<file path="src/inc/fsb_regs.vh">
// Constants for the flash security gate and boot swap block.
// Assumes an 8-bit register port with a 4-bit word address.
`ifndef FSB_REGS_VH
`define FSB_REGS_VH

// Register addresses
`define FSB_ADDR_STATUS   4'h0
`define FSB_ADDR_MASK     4'h1
`define FSB_ADDR_FLAGS    4'h2
`define FSB_ADDR_BOOT     4'h3
`define FSB_ADDR_NAKCNT   4'h4
`define FSB_ADDR_LASTCMD  4'h5

// Security flag bit positions
`define FSB_F_NOCHIP      0
`define FSB_F_NOBLOCK     1
`define FSB_F_NOWRITE     2
`define FSB_F_BOOT0       3
`define FSB_FLAGS_RST     4'h0
`define FSB_CLEARABLE     4'h6

// Status bit positions
`define FSB_ST_ACK        0
`define FSB_ST_NAK        1
`define FSB_ST_FLAG       2
`define FSB_STATUS_RST    3'h0
`define FSB_MASK_RST      3'h0

// Command codes
`define FSB_OP_CHIP       3'h1
`define FSB_OP_BLOCK      3'h2
`define FSB_OP_WRITE      3'h3
`define FSB_OP_SECSET     3'h4
`define FSB_OP_BOOTSET    3'h5

// Boot cluster layout: two 4 KB clusters at the bottom of flash
`define FSB_CLUSTER0_TOP  4'h0
`define FSB_SWAP_WIN_TOP  3'h0
`define FSB_CLUSTER1_BIT  16'h1000
`define FSB_ADDR_RST      16'h0000

`endif

</file>
<file path="src/design/fsb_guard.v">
// Security decision for one flash command.
// Assumes op, address, mode and flags are stable while it is evaluated.
`timescale 1ns/1ps
`default_nettype none
`include "fsb_regs.vh"

module fsb_guard (
  input  wire [2:0]  op,
  input  wire [15:0] addr,
  input  wire        selfProg,
  input  wire [3:0]  flags,
  output reg         allow
);

  function inBoot0;
    input [15:0] a;
    begin
      inBoot0 = (a[15:12] == `FSB_CLUSTER0_TOP);
    end
  endfunction

  always @* begin
    allow = 1'b1;
    case (op)
      `FSB_OP_CHIP: begin
        // Chip erase has no self-programming form
        if (selfProg)
          allow = 1'b0;
        if (flags[`FSB_F_NOCHIP])
          allow = 1'b0;
        if (flags[`FSB_F_BOOT0])
          allow = 1'b0;
      end
      `FSB_OP_BLOCK: begin
        if (flags[`FSB_F_BOOT0] && inBoot0(addr))
          allow = 1'b0;
        if (!selfProg && flags[`FSB_F_NOCHIP])
          allow = 1'b0;
        if (!selfProg && flags[`FSB_F_NOBLOCK])
          allow = 1'b0;
      end
      `FSB_OP_WRITE: begin
        if (flags[`FSB_F_BOOT0] && inBoot0(addr))
          allow = 1'b0;
        if (!selfProg && flags[`FSB_F_NOWRITE])
          allow = 1'b0;
      end
      default: begin
        allow = 1'b1;
      end
    endcase
  end

endmodule

`default_nettype wire

</file>
<file path="src/design/fsb_reset_sync.v">
// Reset release synchroniser: asserts at once, releases after two clocks.
// Assumes rstn may drop at any time relative to clock.
`timescale 1ns/1ps
`default_nettype none

module fsb_reset_sync (
  input  wire clock,
  input  wire rstn,
  output wire rstSyncN
);

  reg stage1;
  reg stage2;

  always @(posedge clock or negedge rstn) begin
    if (!rstn) begin
      stage1 <= 1'b0;
      stage2 <= 1'b0;
    end else begin
      stage1 <= 1'b1;
      stage2 <= stage1;
    end
  end

  assign rstSyncN = stage2;

endmodule

`default_nettype wire

</file>
<file path="src/design/fsb_top.v">
// Flash security gate and boot cluster swap, top level.
// Assumes a programmer or firmware front end that hands over decoded commands,
// a nonvolatile store that presents saved flags while reset is released,
// and flash timing logic that acts on the execute strobes.
`timescale 1ns/1ps
`default_nettype none
`include "fsb_regs.vh"

module fsb_top (
  input  wire        clock,
  input  wire        rstn,
  input  wire [3:0]  regAddr,
  input  wire [7:0]  regWData,
  input  wire        regWrite,
  input  wire        regRead,
  output reg  [7:0]  regRData,
  output wire        irq,
  input  wire        cmdValid,
  output wire        cmdReady,
  input  wire [2:0]  cmdOp,
  input  wire [15:0] cmdAddr,
  input  wire [7:0]  cmdData,
  input  wire        cmdSelf,
  output reg         rspAck,
  output reg         rspNak,
  output reg         doChipErase,
  output reg         doBlockErase,
  output reg         doWrite,
  output reg  [15:0] opAddr,
  input  wire [4:0]  nvLoad,
  output wire        nvStore,
  output reg  [4:0]  nvData,
  input  wire [15:0] fetchAddr,
  output reg  [15:0] mappedAddr,
  output wire        bootSwapped
);

  localparam [2:0] ST_LOAD  = 3'b001;
  localparam [2:0] ST_IDLE  = 3'b010;
  localparam [2:0] ST_STORE = 3'b100;

  wire        rstSyncN;
  wire        allow;

  reg  [2:0]  state;
  reg  [2:0]  next_state;
  reg  [3:0]  flags;
  reg  [3:0]  next_flags;
  reg         bootFlag;
  reg         next_bootFlag;
  reg         swapActive;
  reg  [2:0]  status;
  reg  [2:0]  mask;
  reg  [7:0]  nakCount;
  reg  [3:0]  lastCmd;

  wire        cmdTake;
  wire        accept;
  wire        refuse;
  wire        changed;
  wire [2:0]  statusSet;
  wire [2:0]  statusClr;

  // Maps a fetch address through the swap window of clusters 0 and 1
  function [15:0] swapMap;
    input [15:0] a;
    input        swap;
    begin
      if (swap && a[15:13] == `FSB_SWAP_WIN_TOP)
        swapMap = a ^ `FSB_CLUSTER1_BIT;
      else
        swapMap = a;
    end
  endfunction

  fsb_reset_sync uResetSync (
    .clock    (clock),
    .rstn     (rstn),
    .rstSyncN (rstSyncN)
  );

  fsb_guard uGuard (
    .op       (cmdOp),
    .addr     (cmdAddr),
    .selfProg (cmdSelf),
    .flags    (flags),
    .allow    (allow)
  );

  // Commands are only taken when the block is idle; the source waits otherwise
  assign cmdReady = state[1];
  assign cmdTake  = cmdValid & cmdReady;
  assign accept   = cmdTake & allow;
  assign refuse   = cmdTake & ~allow;

  // Flag update from accepted commands
  always @* begin
    next_flags    = flags;
    next_bootFlag = bootFlag;
    if (accept) begin
      case (cmdOp)
        `FSB_OP_SECSET: begin
          // Set only ever adds bits; only a non-self chip erase drops locks, the FSB_CLEARABLE bits
          next_flags = flags | cmdData[3:0];
        end
        `FSB_OP_CHIP: begin
          if (!cmdSelf)
            next_flags = flags & ~`FSB_CLEARABLE;
        end
        `FSB_OP_BOOTSET: begin
          next_bootFlag = cmdData[0];
        end
        default: begin
          next_flags    = flags;
          next_bootFlag = bootFlag;
        end
      endcase
    end
  end

  assign changed = accept & ({next_bootFlag, next_flags} != {bootFlag, flags});

  // Sequencer: load saved state once after reset, then serve commands
  always @* begin
    next_state = state;
    case (state)
      ST_LOAD: begin
        next_state = ST_IDLE;
      end
      ST_IDLE: begin
        if (changed)
          next_state = ST_STORE;
      end
      ST_STORE: begin
        next_state = ST_IDLE;
      end
      default: begin
        next_state = ST_LOAD;
      end
    endcase
  end

  always @(posedge clock or negedge rstSyncN) begin
    if (!rstSyncN)
      state <= ST_LOAD;
    else
      state <= next_state;
  end

  // Security and boot state; saved values are caught after reset release
  always @(posedge clock or negedge rstSyncN) begin
    if (!rstSyncN) begin
      flags      <= `FSB_FLAGS_RST;
      bootFlag   <= 1'b0;
      swapActive <= 1'b0;
    end else if (state[0]) begin
      flags      <= nvLoad[3:0];
      bootFlag   <= nvLoad[4];
      swapActive <= nvLoad[4];
    end else begin
      flags    <= next_flags;
      bootFlag <= next_bootFlag;
    end
  end

  // The swap only follows the boot flag across a reset, so a half-done
  // rewrite of cluster 0 never changes the live map under running code
  assign bootSwapped = swapActive;

  always @(posedge clock or negedge rstSyncN) begin
    if (!rstSyncN)
      mappedAddr <= `FSB_ADDR_RST;
    else
      mappedAddr <= swapMap(fetchAddr, swapActive);
  end

  // Nonvolatile write-back of changed flags
  assign nvStore = state[2];

  always @(posedge clock or negedge rstSyncN) begin
    if (!rstSyncN)
      nvData <= 5'h00;
    else if (changed)
      nvData <= {next_bootFlag, next_flags};
  end

  // Answer and execute strobes, one cycle after the command is taken
  always @(posedge clock or negedge rstSyncN) begin
    if (!rstSyncN) begin
      rspAck       <= 1'b0;
      rspNak       <= 1'b0;
      doChipErase  <= 1'b0;
      doBlockErase <= 1'b0;
      doWrite      <= 1'b0;
      opAddr       <= `FSB_ADDR_RST;
    end else begin
      rspAck       <= accept;
      rspNak       <= refuse;
      doChipErase  <= accept & (cmdOp == `FSB_OP_CHIP);
      doBlockErase <= accept & (cmdOp == `FSB_OP_BLOCK);
      doWrite      <= accept & (cmdOp == `FSB_OP_WRITE);
      if (cmdTake)
        opAddr <= cmdAddr;
    end
  end

  // Refusal counter saturates so software never sees it wrap to zero
  always @(posedge clock or negedge rstSyncN) begin
    if (!rstSyncN) begin
      nakCount <= 8'h00;
      lastCmd  <= 4'h0;
    end else begin
      if (regWrite && regAddr == `FSB_ADDR_NAKCNT)
        nakCount <= 8'h00;
      else if (refuse && nakCount != 8'hFF)
        nakCount <= nakCount + 8'h01;
      if (cmdTake)
        lastCmd <= {allow, cmdOp};
    end
  end

  // Sticky event bits; a new event wins over a write-one clear
  assign statusSet[`FSB_ST_ACK]  = accept;
  assign statusSet[`FSB_ST_NAK]  = refuse;
  assign statusSet[`FSB_ST_FLAG] = changed;
  assign statusClr = (regWrite && regAddr == `FSB_ADDR_STATUS) ? regWData[2:0] : 3'h0;

  always @(posedge clock or negedge rstSyncN) begin
    if (!rstSyncN) begin
      status <= `FSB_STATUS_RST;
      mask   <= `FSB_MASK_RST;
    end else begin
      status <= (status & ~statusClr) | statusSet;
      if (regWrite && regAddr == `FSB_ADDR_MASK)
        mask <= regWData[2:0];
    end
  end

  assign irq = |(status & mask);

  // Register read port: data stand in the cycle after the strobe only
  always @(posedge clock or negedge rstSyncN) begin
    if (!rstSyncN) begin
      regRData <= 8'h00;
    end else if (regRead) begin
      case (regAddr)
        `FSB_ADDR_STATUS:  regRData <= {5'h00, status};
        `FSB_ADDR_MASK:    regRData <= {5'h00, mask};
        `FSB_ADDR_FLAGS:   regRData <= {4'h0, flags};
        `FSB_ADDR_BOOT:    regRData <= {6'h00, swapActive, bootFlag};
        `FSB_ADDR_NAKCNT:  regRData <= nakCount;
        `FSB_ADDR_LASTCMD: regRData <= {4'h0, lastCmd};
        default:           regRData <= 8'h00;
      endcase
    end else begin
      regRData <= 8'h00;
    end
  end

  // Software ordering of boot image updates is left to firmware
  // Blank-area discipline under a chip-erase lock is left to the programmer

endmodule

`default_nettype wire

</file>
<file path="config.mk">
export PLATFORM = sky130hd
export DESIGN_NAME = fsb_top
export DESIGN_NICKNAME = d
export VERILOG_FILES = /design/src/design/fsb_guard.v /design/src/design/fsb_reset_sync.v /design/src/design/fsb_top.v
export VERILOG_INCLUDE_DIRS = /design/src /design/src/inc
export SDC_FILE = /design/constraint.sdc
export NUM_CORES = 1
export LEC_CHECK = 0
export BUFFER_PORTS_ARGS = -buffer_cell sky130_fd_sc_hd__buf_2
export CORE_UTILIZATION = 35
export DETAILED_ROUTE_END_ITERATION = 16
export GPL_TIMING_DRIVEN = 0
export PLACE_DENSITY = 0.73
export SLEW_MARGIN = 20
export SYNTH_ARGS = -nofsm -noshare
export SYNTH_HDL_FRONTEND = slang
export SYNTH_SLANG_ARGS = --single-unit
</file>
<file path="constraint.sdc">
create_clock -name clock -period 2.3 [get_ports clock]
set_input_delay 0.23 -clock clock [delete_from_list [all_inputs] [get_ports clock]]
set_output_delay 0.23 -clock clock [all_outputs]
set_load 0.01 [all_outputs]
</file>
==> metrics.csv, run 1 <==
metric,value,unit
outcome,finished with violations,
failing checks,design-rule violations,
ports placed on the boundary,120,
share of post-route cells with drive strength above 1,38.8,%
core box area,8810,sq um
Net Sw Power,1.41,mW
fmax,472,MHz
worst-path maximum fanout,8,
Tightest Pin Transition,583,ps
"Max stage delay cell, worst path",or4_1,
clock share of power,25.7,%
Die Span Y,97.9,microns
area fraction of the dominant cell type after synthesis,60.6,%
post-synthesis cell type with the largest combined area,dfrtp_1,
Critical Setup Path Class,flop to flop,
H-tree depth reported by CTS,3,
area of the die,9590,sq um
number of different library cells in the post-synthesis netlist,44,
post-route clock period utilization,92.2,%
"FFs w/ async S/R, synth",100,%
clock sinks,79,
syn_nets,324,
synthesized area,3220,sq um
RSZ-0062 raised after global routing,no,
minimum clock period,2120,ps
final max-slew violation count,0,
Overflow after GRT,0,
Crit path largest cell delay,560,ps
worst-path cell chain,or4b_1 -> o21ai_2 -> o211ai_2 -> or4_1 -> a21oi_1,
total placed cells including tap cells,473,
count of buffers inserted at the top-level ports,107,
via count,2508,
number of standard cells after synthesis,257,
count of flip-flops with a built-in enable after synthesis,0,
pin count of the biggest net entering global routing,52,
clock slew at the register clock pins of the worst setup and hold paths,80,ps
wire length of the first global-routing pass,12200,microns
Yosys warnings,0,
Combinational Power Share,27.9,%
Rows,34,
Fin. Hold Viols,0,
relative max-transition margin,60.6,%
final antenna-violating net count,0,
total detailed-routing wirelength,7380,microns
Bufs on Longest Clock Path,2,
endpoint arrival time on the critical path,2390,ps
count of unresolved DRC violations after routing,7,
RR Startpoint,flags[3],
number of non-filler instances in the completed layout,505,
all-layer global routing usage,16.2,%
most frequently used cell type in the post-synthesis netlist,dfrtp_1,
CTS tree,done,
clock tree skew after final layout,6.20,ps
routed length per placed instance,14.6,microns
Top delay family on crit path,simple AND/OR/NAND/NOR gates,
average instance area after synthesis,12.5,sq um
Critical path buffers and inverters,0,
core occupancy in the finished layout,48.9,%
number of antenna violations at the first check in global routing,0,
"Net count, final",459,
P_leak,2.07,nW
highest ir drop seen on vdd,0.515,mV
commonest cells in the netlist,"dfrtp_1 (78), mux2_2 (21), a21oi_1 (17)",
width of the chip,97.9,microns
root buf cell,clkbuf_8,
type of element capturing the critical path,flop,
cells resized by post-CTS repair,0,
number of inserted diodes,0,
Setup-failing EPs final,0,
number of global-route vias before repair,2599,
portion of total power attributed to sequential cells,46.5,%
crit start category,flop,
clock buffer count from CTS,9,
Max Cap Violations,0,
Syn-to-layout area delta,33.7,%
switching share of total power,31.8,%
register area share after synthesis,61.4,%
hpwl dp,5370,microns
Detailed Route Iter0 Violations,98,
worst hold start,fetchAddr[12],
effective utilization at floorplan,36.6,%
leading register cell type out of synthesis,dfrtp_1,
final weighted congestion in routability-driven placement,0.865,
Crit path required time,2570,ps
Synth Register Bits,79,
Pwr Density,1030,nW/um^2
top cells by area in the synthesized netlist,"dfrtp_1 (61%), mux2_2 (7.3%), mux2i_1 (3.7%)",
classification of the worst-slack hold path,input port to flop,
insertion delay of the later-clocked pin in the worst-skew pair,340,ps
vias per inst,4.97,
final sum of negative setup slack,0,ps
Critical Path Start,flags[3],
internal power,3.02,mW
TritonRoute pass-1 iters,10,
-- placed cells by master (no fill, tap or decap), types with 9 or more instances in the layout --
cell type / n
mux2i_1: 12
buf_2: 107
mux2_2: 21
clkbuf_1: 9
inv_1: 12
clkbuf_8: 9
dlygate4sd3_1: 16
dfrtp_1: 77
a21oi_1: 17
nand2_1: 11
nor2_1: 9
-- registers in the layout (all words and copies together) (netlist names), 4 cells and up --
| register | cells |
|---|---|
| nakCount | 8 |
| regRData | 8 |
| nvData | 5 |
| opAddr | 16 |
| lastCmd | 4 |
| mappedAddr | 16 |
| flags | 4 |
-- worst paths after layout --
check | end | slack [ps] | cells after the start
max | nakCount[3] | 180 | 5
min | mappedAddr[12] | 60 | 2
max reg2reg | nakCount[3] | 180 | 5
min reg2reg | mappedAddr[9] | 250 | 0
max in group asynchronous | state[0] | 1420 | 1
min in group asynchronous | uResetSync.rstSyncN | 210 | 2
-- worst register-to-register path, stage by stage, from the launching register on --
cell,delay (ps)
dfrtp_1,480
or4b_1,480
o21ai_2,190
o211ai_2,190
or4_1,560
a21oi_1,160
-- power by group through the flow --
stage | clock network, mW | logic [mW] | registers (mW)
3_5_place_dp | 0 | 1.23 | 2.08
3_3_place_gp | 0 | 1.18 | 2.08
5_1_grt | 1.25 | 1.37 | 2.12
6_report | 1.14 | 1.24 | 2.06
4_1_cts | 1.18 | 1.25 | 2.06
2_1_floorplan | 0 | 0.658 | 2.14
-- final cells by class --
cell class	instances	area [sq um]
Fill cell	804	4500
Sequential cell	79	1980
Multi-Input combinational cell	157	1160
Timing Repair Buffer	124	723
Tap cell	108	135
Clock buffer	10	128
Clock inverter	6	93.8
Inverter	12	45.0
Buffer	9	33.8
-- stage by stage --
stage               setup slack (ps)  hold slack, ps  cell area [sq um]  total power [mW]
floorplan                        502           -65.6               3220              2.80
global placement                 245            15.3               3890              3.26
detailed placement               195            17.5               3920              3.31
CTS                              189            52.0               4300              4.49
global route                    81.3            35.6               4300              4.74
finish                           180            64.7               4300              4.43
-- per-layer routing --
| layer | global-route usage, % | vias up | wire (microns) |
|---|---|---|---|
| met5 | 0 | - | 0 |
| met4 | 8.28 | 0 | 144 |
| met3 | 4.58 | 12 | 527 |
| met2 | 25.0 | 94 | 3440 |
| met1 | 20.8 | 1209 | 3260 |
| li1 | - | 1193 | - |
-- logic make-up after synthesis --
logic type	Yosys count	share of synthesized area, %
other	1	0.116
and+or+nand+nor	67	11.9
DFF	79	61.4
muxes	36	13.2
adders and majority gates	1	0.389
AOI/OAI and AO/OA	50	9.99
buffers and inverters	21	2.45
xor gates and xnor gates	2	0.544
-- what timing repair did --
action	4_1_cts	5_1_grt
buffers inserted	0	0
hold buffers	16	0
hold endpoints to repair	17	0
endpoints found under the setup margin	0	0
Power figures use the tool's default switching activity.
==> run 2: changes to the inputs <==
--- a/config.mk
+++ b/config.mk
@@ -6,6 +6,7 @@
 export SDC_FILE = /design/constraint.sdc
 export NUM_CORES = 1
 export LEC_CHECK = 0
+export ABC_AREA = 1
 export BUFFER_PORTS_ARGS = -buffer_cell sky130_fd_sc_hd__buf_2
 export CORE_UTILIZATION = 35
 export DETAILED_ROUTE_END_ITERATION = 16
==> run 2 against run 1 <==
The flow now finishes without violations; worst hold slack lost 4.3 ps; global-route usage grew 1.6 points; fmax grew 14%; synthesized cell count grew 49%; combinational power grew 28%; first-iteration DRC count shrank 6.1%; setup slack gained 260 ps; sequential share of layout area shrank 2.5 points.
==> metrics.csv, run 2 <==
metric,value,unit,change
CTS Hold Buffers Added,16,,unchanged
"FFs w/ async S/R, synth",100,%,unchanged
hpwl dp,6180,microns,+15%
ports placed on the boundary,120,,unchanged
endpoint of the lowest-slack register-to-register path,nvData[1],,
count of cells along the worst register-to-register path,13,,+8
CTS tree,done,,
type of element capturing the critical path,flop,,
number of standard cells after synthesis,382,,+49%
Overflow after GRT,0,,unchanged
routing usage on met1,20.5,%,-0.31 points
crit start category,flop,,
final sum of negative setup slack,0,ps,unchanged
Syn-to-layout area delta,32.9,%,
highest ir drop seen on vdd,0.517,mV,+0.47%
RR Startpoint,state[1],,
routed length per placed instance,12.9,microns,-12%
outcome,"finished, final reports clean",,
Critical Setup Path Class,flop to flop,,
count of unresolved DRC violations after routing,0,,-7
final antenna-violating net count,0,,unchanged
"commonest non-fill, non-tap cells in the layout","nand2_1 (116), buf_2 (110), dfrtp_1 (77)",,
number of global-route vias before repair,3179,,+22%
post-synthesis cell type with the largest combined area,dfrtp_1,,
FF+latch area,1980,sq um,unchanged
Bufs on Longest Clock Path,2,,unchanged
synthesized area,3420,sq um,+6.3%
area of the die,10200,sq um,+6.1%
count of buffers inserted at the top-level ports,110,,+2.8%
classification of the worst-slack hold path,input port to flop,,
Crit path required time,2550,ps,-20 ps
minimum clock period,1860,ps,-256 ps
worst-path maximum fanout,8,,unchanged
pin count of the biggest net entering global routing,48,,-7.7%
clock slew at the register clock pins of the worst setup and hold paths,90,ps,about the same
"Net count, final",587,,+28%
top cells by area in the synthesized netlist,"dfrtp_1 (57%), nand2_1 (13%), inv_1 (4.6%)",,
register area share after synthesis,57.8,%,-3.6 points
average instance area after synthesis,8.95,sq um,-29%
vias per inst,4.74,,-4.6%
final weighted congestion in routability-driven placement,0.845,,-2.3%
most frequently used cell type in the post-synthesis netlist,nand2_1,,
cells resized by post-CTS repair,0,,unchanged
total detailed-routing wirelength,8420,microns,+14%
Yosys warnings,0,,unchanged
area used by multi-input combinational logic,1230,sq um,+5.8%
clock tree skew after final layout,9.47,ps,+3.27 ps
fmax,537,MHz,+14%
Setup-failing EPs final,0,,unchanged
Rows,35,,+2.9%
number of different library cells in the post-synthesis netlist,32,,-27%
met2 Use GR,32.2,%,+7.2 points
register-to-register path setup slack,440,ps,+260 ps
P_leak,2.42,nW,+17%
endpoint arrival time on the critical path,2110,ps,-280 ps
count of flip-flops with a built-in enable after synthesis,0,,unchanged
final max-slew violation count,0,,unchanged
syn_nets,449,,+39%
met3 Resource Use GR,2.98,%,-1.6 points
most common library cell in the layout ignoring fill and taps,nand2_1,,
all-layer global routing usage,17.8,%,+1.6 points
share of post-route cells with drive strength above 1,30.3,%,-8.5 points
clock sinks,79,,unchanged
Hold Path Stages,2,,unchanged
post-route clock period utilization,81.0,%,-11 points
insertion delay of the later-clocked pin in the worst-skew pair,350,ps,about the same
effective utilization at floorplan,36.5,%,-0.057 points
worst hold start,fetchAddr[12],,
root buf cell,clkbuf_8,,
clock buffer count from CTS,9,,unchanged
core box area,9370,sq um,+6.4%
Max Cap Violations,0,,unchanged
Synth Register Bits,79,,unchanged
worst hold path endpoint,mappedAddr[12],,
number of antenna violations at the first check in global routing,0,,unchanged
largest registers,"mappedAddr: 16 flops, opAddr: 16 flops",,
TritonRoute pass-1 iters,4,,-6
Power Total,4.81,mW,+8.6%
Die Span Y,101,microns,+3.0%
commonest cells in the netlist,"nand2_1 (116), dfrtp_1 (78), inv_1 (42)",,
Fin. Hold Viols,0,,unchanged
fill cell instance count of the final layout,966,,+20%
Pwr Density,1060,nW/um^2,+2.8%
via count,3098,,+24%
H-tree depth reported by CTS,3,,unchanged
Detailed Route Iter0 Violations,92,,-6.1%
width of the chip,101,microns,+3.0%
total setup buffers inserted after CTS,0,,unchanged
global routing's busiest layer,met2,,
leading register cell type out of synthesis,dfrtp_1,,
RSZ-0062 raised after global routing,no,,
wire length of the first global-routing pass,14100,microns,+16%
area fraction of the dominant cell type after synthesis,57.1,%,-3.6 points
number of inserted diodes,0,,unchanged
-- run 2: power breakdown --
part	leakage [nW]	total [mW]	internal, mW	switching (mW)
Sequential	0.974	2.07	1.80	0.267
Clock	0.107	1.16	0.619	0.539
Combinational	1.34	1.59	0.592	0.994
-- run 2: worst max-delay path, stage by stage (launching register included) --
cell      delay (ps)
dfrtp_1          380
nand2_2          150
clkinv_2         140
nand2_1           90
nor3_2           180
nand2_1           90
o21ai_1          160
inv_2             70
nand2_2           80
inv_2             40
nor2_2           100
nand3_2          130
nand2_1          100
nand2_1           50
-- run 2: final cells by class --
cell class / count / area share (%)
inverters: 47 / 3.91
flip-flops and latches: 79 / 43.6
plain buffers: 5 / 0.771
repair buffers: 127 / 16.2
clock buffers: 10 / 2.81
multi-input cells: 251 / 27.1
clock inverters: 6 / 2.06
well taps: 129 / 3.55
-- run 2: how the worst max path moves through the flow --
| stage | slack, ps | startpoint | cells after the start | to |
|---|---|---|---|---|
| final | 440 | state[1] | 13 | nvData[1] |
| after detailed placement | 460 | state[1] | 13 | nvData[2] |
| after floorplan | 730 | state[1] | 13 | nvData[1] |
| after global placement | 500 | state[1] | 7 | nvData[2] |
| after global routing | 180 | state[1] | 7 | nvData[2] |
| after CTS | 430 | state[1] | 13 | nvData[2] |
-- run 2: logic make-up after synthesis --
| group | count (synthesis) | share of synthesized area [%] |
|---|---|---|
| AND/OR/NAND/NOR | 202 | 26.9 |
| flip-flops | 79 | 57.8 |
| AO/OA/AOI/OAI | 44 | 7.83 |
| XOR/XNOR | 3 | 0.768 |
| other | 1 | 0.110 |
| adder cells (fa/ha/maj) | 1 | 0.366 |
| buffers and inverters | 52 | 6.22 |
-- run 2: layer usage --
layer / share of wire, % / wire (microns)
met3: 4.6 / 387
met1: 41 / 3490
met4: 2.4 / 204
met2: 52 / 4340
met5: 0 / 0
-- run 2: stage by stage --
step / instances / instance area (sq um) / setup slack, ps / hold slack (ps) / utilization, %
2_1_floorplan: 382 / 3420 / 727 / -65.6 / -
3_3_place_gp: 621 / 4130 / 497 / 15.2 / 44.1
3_5_place_dp: 622 / 4160 / 462 / 18.1 / 44.4
4_1_cts: 654 / 4550 / 426 / 49.7 / 48.5
5_1_grt: 654 / 4550 / 181 / 58.9 / 48.5
6_report: 654 / 4550 / 436 / 60.4 / 48.5
